==> config.mk <==
export PLATFORM = sky130hd
export DESIGN_NAME = crf_core
export DESIGN_NICKNAME = d
export VERILOG_FILES = /design/src/logic/crf_pkg.sv /design/src/logic/crf_gpr_if.sv /design/src/logic/crf_gpr_mem.sv /design/src/logic/crf_core.sv
export SDC_FILE = /design/constraint.sdc
export NUM_CORES = 2
export LEC_CHECK = 0
export BUFFER_PORTS_ARGS = -buffer_cell sky130_fd_sc_hd__buf_4
export CAP_MARGIN = 20
export CORE_MARGIN = 4
export CORE_UTILIZATION = 58
export DETAILED_ROUTE_END_ITERATION = 7
export HOLD_SLACK_MARGIN = 0.1
export PLACE_DENSITY = 0.91
export SLEW_MARGIN = 20
export SYNTH_ARGS = -nofsm -noshare
export SYNTH_HDL_FRONTEND = slang
export SYNTH_HIERARCHICAL = 1
export SYNTH_SLANG_ARGS = --single-unit
==> constraint.sdc <==
create_clock -name mclk -period 117.5 [get_ports mclk]
set_input_delay 23.5 -clock mclk [delete_from_list [all_inputs] [get_ports mclk]]
set_output_delay 23.5 -clock mclk [all_outputs]
set_load 0.005 [all_outputs]
==> src/logic/crf_pkg.sv <==
// crf_pkg: constants, field positions and types of the cpu state block.
// assumes one clock (mclk, 100 MHz) and a synchronous active-low reset.
package crf_pkg;
    localparam int          GPR_COUNT   = 8;
    localparam logic [2:0]  SP_IDX      = 3'h7;
    localparam int          UPPER_LSB   = 16;
    localparam int          HIGH_LSB    = 8;
    // condition flag bit positions
    localparam int          CCR_I       = 7;
    localparam int          CCR_UI      = 6;
    localparam int          CCR_H       = 5;
    localparam int          CCR_U       = 4;
    localparam int          CCR_N       = 3;
    localparam int          CCR_Z       = 2;
    localparam int          CCR_V       = 1;
    localparam int          CCR_C       = 0;
    localparam logic [7:0]  CCR_RESET   = 8'h80;
    localparam logic [31:0] GPR_RESET   = 32'h0000_0000;
    localparam logic [23:0] PC_RESET    = 24'h00_0000;
    localparam logic [23:0] PC_STEP     = 24'h00_0002;
    localparam logic [31:0] SP_STEP     = 32'h0000_0002;
    localparam logic [15:0] RESET_VEC   = 16'h0000;
    // state counts minus one, loaded when an operation starts
    localparam logic [4:0]  CNT_ADDSUB  = 5'h01;
    localparam logic [4:0]  CNT_MD_S    = 5'h0d;
    localparam logic [4:0]  CNT_MD_L    = 5'h15;
    typedef enum logic [2:0] {
        V_LONG, V_UPPER, V_LOWER, V_HIGH, V_LOW
    } crf_view_t;
    typedef enum logic [1:0] {SZ_BYTE, SZ_WORD, SZ_LONG} crf_size_t;
    typedef enum logic [3:0] {
        OP_ADD, OP_ADDX, OP_SUB, OP_SUBX, OP_CMP, OP_NEG,
        OP_MUL8, OP_DIV8, OP_MUL16, OP_DIV16
    } crf_alu_op_t;
    typedef enum logic [2:0] {
        FLAGS_KEEP, LOAD_FLAGS_OP, AND_FLAGS_OP, OR_FLAGS_OP, XOR_FLAGS_OP
    } crf_flag_op_t;
    typedef enum logic {ST_VECTOR, ST_RUN} crf_state_t;
endpackage : crf_pkg

==> src/logic/crf_gpr_if.sv <==
// crf_gpr_if: link between the core and its general register store.
// assumes both ends run on mclk; read data arrive one cycle late.
interface crf_gpr_if;
    import crf_pkg::*;
    logic [2:0]  rd_a_idx;
    crf_view_t   rd_a_view;
    logic [31:0] rd_a_data;
    logic [2:0]  rd_b_idx;
    crf_view_t   rd_b_view;
    logic [31:0] rd_b_data;
    logic        wr_en;
    logic [2:0]  wr_idx;
    crf_view_t   wr_view;
    logic [31:0] wr_data;
    logic [31:0] sp_word;
    modport mem (input rd_a_idx, rd_a_view, rd_b_idx, rd_b_view,
                 input wr_en, wr_idx, wr_view, wr_data,
                 output rd_a_data, rd_b_data, sp_word);
    modport core (output rd_a_idx, rd_a_view, rd_b_idx, rd_b_view,
                  output wr_en, wr_idx, wr_view, wr_data,
                  input rd_a_data, rd_b_data, sp_word);
endinterface : crf_gpr_if

==> src/logic/crf_gpr_mem.sv <==
// crf_gpr_mem: eight wide general registers with per-access views.
// assumes one write per cycle; reads are registered, zero extended.
module crf_gpr_mem
    import crf_pkg::*;
(
    // clock and reset
    input wire logic mclk,
    input wire logic reset_n,
    // register port
    crf_gpr_if.mem   gpr
);
    logic [31:0] regs [GPR_COUNT];

    // view extraction, narrow data land in the low bits
    function automatic logic [31:0] view_read(input logic [31:0] w,
                                              input crf_view_t v);
        unique case (v)
            V_LONG:  return w;
            V_UPPER: return {16'h0000, w[31:UPPER_LSB]};
            V_LOWER: return {16'h0000, w[15:0]};
            V_HIGH:  return {24'h00_0000, w[15:HIGH_LSB]};
            default: return {24'h00_0000, w[7:0]};
        endcase
    endfunction : view_read

    // only the lanes of the chosen view change
    function automatic logic [31:0] view_merge(input logic [31:0] w,
                                               input crf_view_t v,
                                               input logic [31:0] d);
        unique case (v)
            V_LONG:  return d;
            V_UPPER: return {d[15:0], w[15:0]};
            V_LOWER: return {w[31:16], d[15:0]};
            V_HIGH:  return {w[31:16], d[7:0], w[7:0]};
            default: return {w[31:8], d[7:0]};
        endcase
    endfunction : view_merge

    // one identical register per entry
    generate
        for (genvar g = 0; g < GPR_COUNT; g++) begin : g_reg
            always_ff @(posedge mclk) begin
                if (!reset_n)
                    regs[g] <= GPR_RESET;
                else if (gpr.wr_en && gpr.wr_idx == 3'(g))
                    regs[g] <= view_merge(regs[g], gpr.wr_view,
                                          gpr.wr_data);
            end
        end
    endgenerate

    // two read ports, each with its own view
    always_ff @(posedge mclk) begin
        if (!reset_n) begin
            gpr.rd_a_data <= GPR_RESET;
            gpr.rd_b_data <= GPR_RESET;
        end else begin
            gpr.rd_a_data <= view_read(regs[gpr.rd_a_idx], gpr.rd_a_view);
            gpr.rd_b_data <= view_read(regs[gpr.rd_b_idx], gpr.rd_b_view);
        end
    end

    assign gpr.sp_word = regs[SP_IDX];
endmodule : crf_gpr_mem

==> src/logic/crf_core.sv <==
// crf_core: cpu architectural state - registers, pc, condition flags,
// flag arithmetic and state timing of register operations.
// assumes the execution unit drives one request of each kind per cycle
// and waits for alu_ready before starting an arithmetic operation.
module crf_core
    import crf_pkg::*;
(
    // clock and reset
    input  wire logic         mclk,
    input  wire logic         reset_n,
    // reset vector fetch
    output logic              vec_req,
    output logic [15:0]       vec_addr,
    input  wire logic         vec_ack,
    input  wire logic [15:0]  vec_data,
    output logic              cpu_running,
    // program counter
    input  wire logic         pc_inc,
    input  wire logic         pc_load,
    input  wire logic [23:0]  pc_load_val,
    output logic [23:0]       program_counter,
    output logic [15:0]       fetch_addr,
    // general registers
    input  wire logic [2:0]   rd_a_idx,
    input  wire crf_view_t    rd_a_view,
    output logic [31:0]       rd_a_data,
    input  wire logic [2:0]   rd_b_idx,
    input  wire crf_view_t    rd_b_view,
    output logic [31:0]       rd_b_data,
    input  wire logic         wr_en,
    input  wire logic [2:0]   wr_idx,
    input  wire crf_view_t    wr_view,
    input  wire logic [31:0]  wr_data,
    // stack pointer
    input  wire logic         sp_adj_en,
    input  wire logic         sp_adj_dec,
    output logic [31:0]       stack_pointer,
    // condition flags
    input  wire crf_flag_op_t flags_op,
    input  wire logic [7:0]   flags_imm,
    output logic [7:0]        condition_flags,
    output logic              cc_n,
    output logic              cc_z,
    output logic              cc_v,
    output logic              cc_c,
    // arithmetic
    input  wire logic         alu_start,
    input  wire crf_alu_op_t  alu_op,
    input  wire crf_size_t    alu_size,
    input  wire logic [31:0]  op_a,
    input  wire logic [31:0]  op_b,
    output logic              alu_ready,
    output logic              alu_done,
    output logic [31:0]       alu_result,
    // interrupts and exceptions
    input  wire logic         irq_req,
    input  wire logic         nmi_req,
    input  wire logic         exc_start,
    output logic              irq_accept,
    output logic              nmi_accept
);
    crf_gpr_if gpr ();

    crf_state_t   state;
    crf_state_t   next_state;
    logic [7:0]   flags;
    logic [7:0]   next_flags;
    logic [23:0]  pc;
    logic [23:0]  next_pc;
    logic [4:0]   cnt;
    logic         upd_q;
    logic [4:0]   pend_q;
    logic         running;
    logic         vec_take;
    logic         start_ok;

    crf_gpr_mem u_mem (
        .mclk    (mclk),
        .reset_n (reset_n),
        .gpr     (gpr)
    );

    // register file access; a stack adjust takes the write port
    assign gpr.rd_a_idx  = rd_a_idx;
    assign gpr.rd_a_view = rd_a_view;
    assign gpr.rd_b_idx  = rd_b_idx;
    assign gpr.rd_b_view = rd_b_view;
    assign rd_a_data     = gpr.rd_a_data;
    assign rd_b_data     = gpr.rd_b_data;
    assign gpr.wr_en     = wr_en | sp_adj_en;
    assign gpr.wr_idx    = sp_adj_en ? SP_IDX : wr_idx;
    assign gpr.wr_view   = sp_adj_en ? V_LONG : wr_view;
    assign gpr.wr_data   = !sp_adj_en ? wr_data :
                           sp_adj_dec ? gpr.sp_word - SP_STEP :
                                        gpr.sp_word + SP_STEP;
    assign stack_pointer = gpr.sp_word;

    // reset vector handshake and run state
    assign running     = (state == ST_RUN);
    assign cpu_running = running;
    assign vec_req     = (state == ST_VECTOR);
    assign vec_addr    = RESET_VEC;
    assign vec_take    = vec_req && vec_ack;
    assign next_state  = vec_take ? ST_RUN : state;

    always_ff @(posedge mclk) begin
        if (!reset_n)
            state <= ST_VECTOR;
        else
            state <= next_state;
    end

    // pc: vector load, then branch loads and word steps
    assign next_pc = vec_take          ? {8'h00, vec_data} :
                     running & pc_load ? pc_load_val :
                     running & pc_inc  ? pc + PC_STEP : pc;
    assign program_counter = pc;
    // 64-kbyte space, instructions are whole words
    assign fetch_addr = {pc[15:1], 1'b0};

    always_ff @(posedge mclk) begin
        if (!reset_n)
            pc <= PC_RESET;
        else
            pc <= next_pc;
    end

    // adder operand shaping, shared by add, sub, cmp and neg
    logic        is_sub;
    logic        use_x;
    logic        cin;
    logic [31:0] src_a;
    logic [31:0] src_b;
    assign is_sub = alu_op inside {OP_SUB, OP_SUBX, OP_CMP, OP_NEG};
    assign use_x  = alu_op inside {OP_ADDX, OP_SUBX};
    assign src_a  = (alu_op == OP_NEG) ? 32'h0000_0000 : op_a;
    assign src_b  = (alu_op == OP_NEG) ? ~op_a :
                    is_sub ? ~op_b : op_b;
    // subtract is a + ~b + 1, borrow-in removes the +1
    assign cin    = is_sub ? ~(use_x & flags[CCR_C])
                           : (use_x & flags[CCR_C]);

    // partial sums give carries out of bits 3, 11, 27 and the msb
    logic [4:0]  s4;
    logic [8:0]  s8;
    logic [12:0] s12;
    logic [16:0] s16;
    logic [28:0] s28;
    logic [32:0] s32;
    assign s4  = {1'b0, src_a[3:0]} + {1'b0, src_b[3:0]} + {4'h0, cin};
    assign s8  = {1'b0, src_a[7:0]} + {1'b0, src_b[7:0]} + {8'h00, cin};
    assign s12 = {1'b0, src_a[11:0]} + {1'b0, src_b[11:0]}
               + {12'h000, cin};
    assign s16 = {1'b0, src_a[15:0]} + {1'b0, src_b[15:0]}
               + {16'h0000, cin};
    assign s28 = {1'b0, src_a[27:0]} + {1'b0, src_b[27:0]}
               + {28'h000_0000, cin};
    assign s32 = {1'b0, src_a} + {1'b0, src_b} + {32'h0000_0000, cin};

    // size selection of result, carries and sign bits
    logic [31:0] add_res;
    logic        hc;
    logic        cy;
    logic        sa;
    logic        sb;
    logic        sr;
    always_comb begin
        unique case (alu_size)
            SZ_BYTE: begin
                add_res = {24'h00_0000, s8[7:0]};
                hc = s4[4];
                cy = s8[8];
                sa = src_a[7];
                sb = src_b[7];
                sr = s8[7];
            end
            SZ_WORD: begin
                add_res = {16'h0000, s16[15:0]};
                hc = s12[12];
                cy = s16[16];
                sa = src_a[15];
                sb = src_b[15];
                sr = s16[15];
            end
            default: begin
                add_res = s32[31:0];
                hc = s28[28];
                cy = s32[32];
                sa = src_a[31];
                sb = src_b[31];
                sr = s32[31];
            end
        endcase
    end

    // flags of the result: {h, n, z, v, c}; borrow is inverted carry
    logic       res_zero;
    logic [4:0] arith_flags;
    assign res_zero    = (add_res == 32'h0000_0000);
    assign arith_flags = {
        hc ^ is_sub,
        sr,
        use_x ? (flags[CCR_Z] & res_zero) : res_zero,
        (sa == sb) && (sr != sa),
        cy ^ is_sub
    };

    // multiply and divide, unsigned; remainder in the upper part
    logic [15:0] mul8;
    logic [15:0] q8;
    logic [15:0] r8;
    logic [31:0] mul16;
    logic [31:0] q16;
    logic [31:0] r16;
    logic        dz8;
    logic        dz16;
    assign dz8   = (op_b[7:0] == 8'h00);
    assign dz16  = (op_b[15:0] == 16'h0000);
    assign mul8  = 16'(op_a[7:0]) * 16'(op_b[7:0]);
    assign mul16 = 32'(op_a[15:0]) * 32'(op_b[15:0]);
    // a zero divisor gives all ones rather than an undefined value
    assign q8    = dz8  ? 16'hffff : op_a[15:0] / {8'h00, op_b[7:0]};
    assign r8    = dz8  ? 16'hffff : op_a[15:0] % {8'h00, op_b[7:0]};
    assign q16   = dz16 ? 32'hffff_ffff : op_a / {16'h0000, op_b[15:0]};
    assign r16   = dz16 ? 32'hffff_ffff : op_a % {16'h0000, op_b[15:0]};

    // result, state count and flag update chosen by operation
    logic [31:0] next_res;
    logic [4:0]  next_cnt;
    logic        next_upd;
    always_comb begin
        unique case (alu_op)
            OP_MUL8: begin
                next_res = {16'h0000, mul8};
                next_cnt = CNT_MD_S;
                next_upd = 1'b0;
            end
            OP_DIV8: begin
                next_res = {16'h0000, r8[7:0], q8[7:0]};
                next_cnt = CNT_MD_S;
                next_upd = 1'b0;
            end
            OP_MUL16: begin
                next_res = mul16;
                next_cnt = CNT_MD_L;
                next_upd = 1'b0;
            end
            OP_DIV16: begin
                next_res = {r16[15:0], q16[15:0]};
                next_cnt = CNT_MD_L;
                next_upd = 1'b0;
            end
            default: begin
                next_res = add_res;
                next_cnt = CNT_ADDSUB;
                next_upd = 1'b1;
            end
        endcase
    end

    // operation timing: start counts as the first state
    assign alu_ready = running && (cnt == 5'h00);
    assign start_ok  = alu_start && alu_ready;
    assign alu_done  = (cnt == 5'h01);

    always_ff @(posedge mclk) begin
        if (!reset_n) begin
            cnt        <= 5'h00;
            upd_q      <= 1'b0;
            pend_q     <= 5'h00;
            alu_result <= 32'h0000_0000;
        end else if (start_ok) begin
            cnt        <= next_cnt;
            upd_q      <= next_upd;
            pend_q     <= arith_flags;
            alu_result <= next_res;
        end else if (cnt != 5'h00) begin
            cnt        <= cnt - 5'h01;
        end
    end

    // flag update: arithmetic, then flag ops, then mask set on top
    always_comb begin
        next_flags = flags;
        if (alu_done && upd_q) begin
            // user bits and mask are not touched by arithmetic
            next_flags[CCR_H] = pend_q[4];
            next_flags[CCR_N] = pend_q[3];
            next_flags[CCR_Z] = pend_q[2];
            next_flags[CCR_V] = pend_q[1];
            next_flags[CCR_C] = pend_q[0];
        end
        unique case (flags_op)
            LOAD_FLAGS_OP: next_flags = flags_imm;
            AND_FLAGS_OP:  next_flags = flags & flags_imm;
            OR_FLAGS_OP:   next_flags = flags | flags_imm;
            XOR_FLAGS_OP:  next_flags = flags ^ flags_imm;
            default:       next_flags = next_flags;
        endcase
        if (exc_start)
            next_flags[CCR_I] = 1'b1;
    end

    always_ff @(posedge mclk) begin
        if (!reset_n)
            flags <= CCR_RESET;
        else
            flags <= next_flags;
    end

    // stored flags read straight out; branch conditions from them
    assign condition_flags = flags;
    assign cc_n = flags[CCR_N];
    assign cc_z = flags[CCR_Z];
    assign cc_v = flags[CCR_V];
    assign cc_c = flags[CCR_C];

    // mask gates ordinary requests only
    assign irq_accept = running && irq_req && !flags[CCR_I];
    assign nmi_accept = running && nmi_req;

    logic nib_c;
    assign nib_c = s4[4];
endmodule : crf_core

==> impl_metrics.py <==
metrics = {
    "global_routing": {
        "grt_pass1_vias": 59956,
        "gr-total-overflow": 0,
        "grt_max_degree": 61,
        "grt_pass1_wl_um": 338000,
        "grt_usage_pct": 38.2,
        "antenna_found_initial": 16,
    },
    "yosys": {
        "synthSimpleGateAreaFrac_pct": 19.5,
        "synth_top_family_by_area": "adder cells",
        "synthCells": 7288,
        "ys_seq_elements": 396,
        "synth_edf_count": 256,
        "ys_seq_area_share_pct": 17.2,
        "synthDistinctLibCells": 126,
        "synth-compound-area-share_pct": 21.0,
        "ys_warn_count": 6,
        "synth_flop_cell": "edfxtp_1",
        "synthXorXnorAreaFrac_pct": 4.78,
        "synthArstFlopShare_pct": 0,
        "synthAdderAreaFrac_pct": 22.3,
        "synth.area.mux_share_pct": 9.71,
        "synth.avg_cell_area_um2": 8.37,
        "synthesis.area_mm2": 0.0610,
    },
    "timing": {
        "max_slew_margin_pct": 14.7,
        "min_period_ps": 112170,
        "slew_violations": 0,
        "fin_setup_tns_ps": 0,
        "finClkSkew_ps": 57.3,
        "hold_ws_ps": 470,
        "hold_viol_final": 0,
        "fmax_ghz": 0.00892,
        "tightest_slew_ps": 1270,
        "setup_viol": 0,
        "fin_crit_sh_pct": 95.5,
    },
    "finish": {
        "layout-drive-gt1-share_pct": 14.4,
        "fillerInstances": 8226,
        "mostFrequentLayoutCells": "748 x nor2_1, 712 x ha_1, 706 x nand2_1",
        "fin_area_mm2": 0.0666,
        "nets": 8596,
        "areaGrowthSynthToFinish_pct": 9.22,
        "final_common_cell": "nor2_1",
    },
    "drt": {
        "num_vias": 61343,
        "final_antenna_net_count": 0,
        "vias_per_cell": 6.90,
        "route.met3.wl_um": 27100,
        "post_drt_wl_per_cell_um": 25.1,
        "wl_met2_um": 98300,
        "drc": 102,
        "first_pass_iters": 8,
        "highest_layer": "met5",
        "totalWireLength_um": 223000,
        "drt-met1-wl_um": 78300,
        "drtIter0Drc": 7338,
    },
    "setup_path": {
        "crit_buf_inv": 18,
        "r2r.worst_path.cells": 44,
        "cpMaxStageDelayCell": "or4_4",
        "r2r-start": "condition_flags[0]",
        "r2r_end": "pend_q[1]",
        "r2r_setup_slack_ps": 108920,
        "worstSetupPathDepth": 424,
        "worstPathRequired_ps": 117920,
        "startpoint": "op_b[7]",
        "cp_common_cell": "o21a_1",
        "cp_max_fo": 36,
        "cp.arrival_ps": 112590,
        "critical_path_class": "input pin to register",
        "slowest_delay_ps": 630,
        "crit_path_end_kind": "register",
        "path_delay_family": "compound AO/OA/AOI/OAI gates",
        "cp-endpoint": "alu_result[31]",
        "crit_path_start_kind": "input pin",
    },
    "floorplanning": {
        "start_util_pct": 58.7,
        "ioPinCount": 385,
        "fp.dieH_um": 332,
        "dieArea_mm2": 0.110,
        "fp.dieW_um": 332,
        "row_count": 118,
        "core_mm2": 0.104,
    },
    "placement": {
        "placed_area_mm2": 0.0645,
        "hpwl_um": 164000,
        "gp_congestion": 1.02,
        "port_buffers": 367,
    },
    "clock_network": {
        "cts_tree": "done",
        "clk_pin_slew_ps": 60,
        "cts_buffer_depth": 3,
        "cts_sinks": 396,
        "root_buffer": "clkbuf_16",
        "cts-buffers-inserted": 38,
        "hold_buffers": 0,
        "cts_max_level": 2,
        "clk-insertion-delay-late_ps": 620,
    },
    "status": {
        "status": "complete, but fails checks",
        "violations": "DRC",
    },
    "run": {
        "maxCapViolations": 0,
    },
    "worst_hold_path": {
        "hold_class": "register to register",
    },
}
==> cell usage after synthesis (156+ instances only) <==
master      n  area [um2]
mux2_2    162        1820
clkbuf_1  231         867
xnor2_1   197        1730
edfxtp_1  256        7690
nor3_1    301        1510
ha_1      712        8910
o21a_1    270        2030
o31ai_1   156        1170
nor2_1    764        2870
a21o_1    159        1190
inv_1     436        1640
a21oi_1   393        1970
nand2_1   709        2660
o21ai_0   286        1430
fa_1      235        4700
==> kinds of logic (layout without fill, tap and decap cells) <==
logic type,count (synthesis),count (layout)
AO/OA/AOI/OAI,1876,1877
other,1,26
XOR/XNOR,333,333
buffers and inverters,800,989
multiplexers,409,409
flip-flops,396,396
adder cells (fa/ha/maj),947,947
AND/OR/NAND/NOR,2526,2528
==> registers in the layout (all words and copies together) (netlist names) <==
| signal | count |
|---|---|
| upd_q | 1 |
| cnt | 5 |
| program_counter | 24 |
| u_mem/gpr.rd_b_data | 32 |
| condition_flags | 8 |
| u_mem/regs | 256 |
| cpu_running | 1 |
| u_mem/gpr.rd_a_data | 32 |
| alu_result | 32 |
| pend_q | 5 |
==> layout make-up <==
cell class	count	area, um2	area share (%)
Multi-Input combinational cell	6111	47900	71.9
Sequential cell	396	10500	15.8
Timing Repair Buffer	473	3590	5.39
Tap cell	1380	1730	2.59
Inverter	446	1670	2.51
Clock buffer	51	1040	1.56
Clock inverter	19	185	0.278
Antenna cell	9	22.5	0.0338
==> through the flow <==
step / worst slack [ps] / utilization, % / cells
after detailed placement: -1880 / 62.0 / 8774
after global routing: -329 / 64.1 / 8882
after floorplan: 4640 / - / 7304
final: 5330 / 64.1 / 8885
after CTS: 80.1 / 63.3 / 8844
after global placement: 1180 / 62.0 / 8773
==> metal layers <==
layer	global-route usage [%]	vias up
met5	0.304	-
met4	24.9	16
met3	9.95	1352
met2	60.8	4343
met1	45.8	28710
li1	-	26922
==> how the worst min path moves through the flow <==
stage / to / from / slack (ps) / cells past startpoint
after global placement: pend_q[2] / pend_q[2] / 450 / 2
final: pend_q[2] / pend_q[2] / 470 / 2
after detailed placement: alu_result[7] / alu_result[7] / 460 / 2
after floorplan: pend_q[2] / pend_q[2] / 440 / 2
after global routing: alu_result[7] / alu_result[7] / 490 / 2
after CTS: alu_result[7] / alu_result[7] / 470 / 2
==> worst register-to-register path: cells and delay by family (launching register included) <==
family | cells | cell delay (ps)
and+or+nand+nor | 13 | 2110
DFF | 1 | 550
AOI/OAI and AO/OA | 28 | 5170
adders and majority gates | 1 | 210
xor gates and xnor gates | 2 | 350
==> what timing repair did <==
item,CTS,global route
setup buffers,0,29
pin swaps,1,25
setup endpoints to repair,17,19
cloned,0,3
resized for setup,16,121
Power is left out: the tool's default activity adds up to more than one toggle a clock period on the data nets, which glitch-free logic cannot reach.
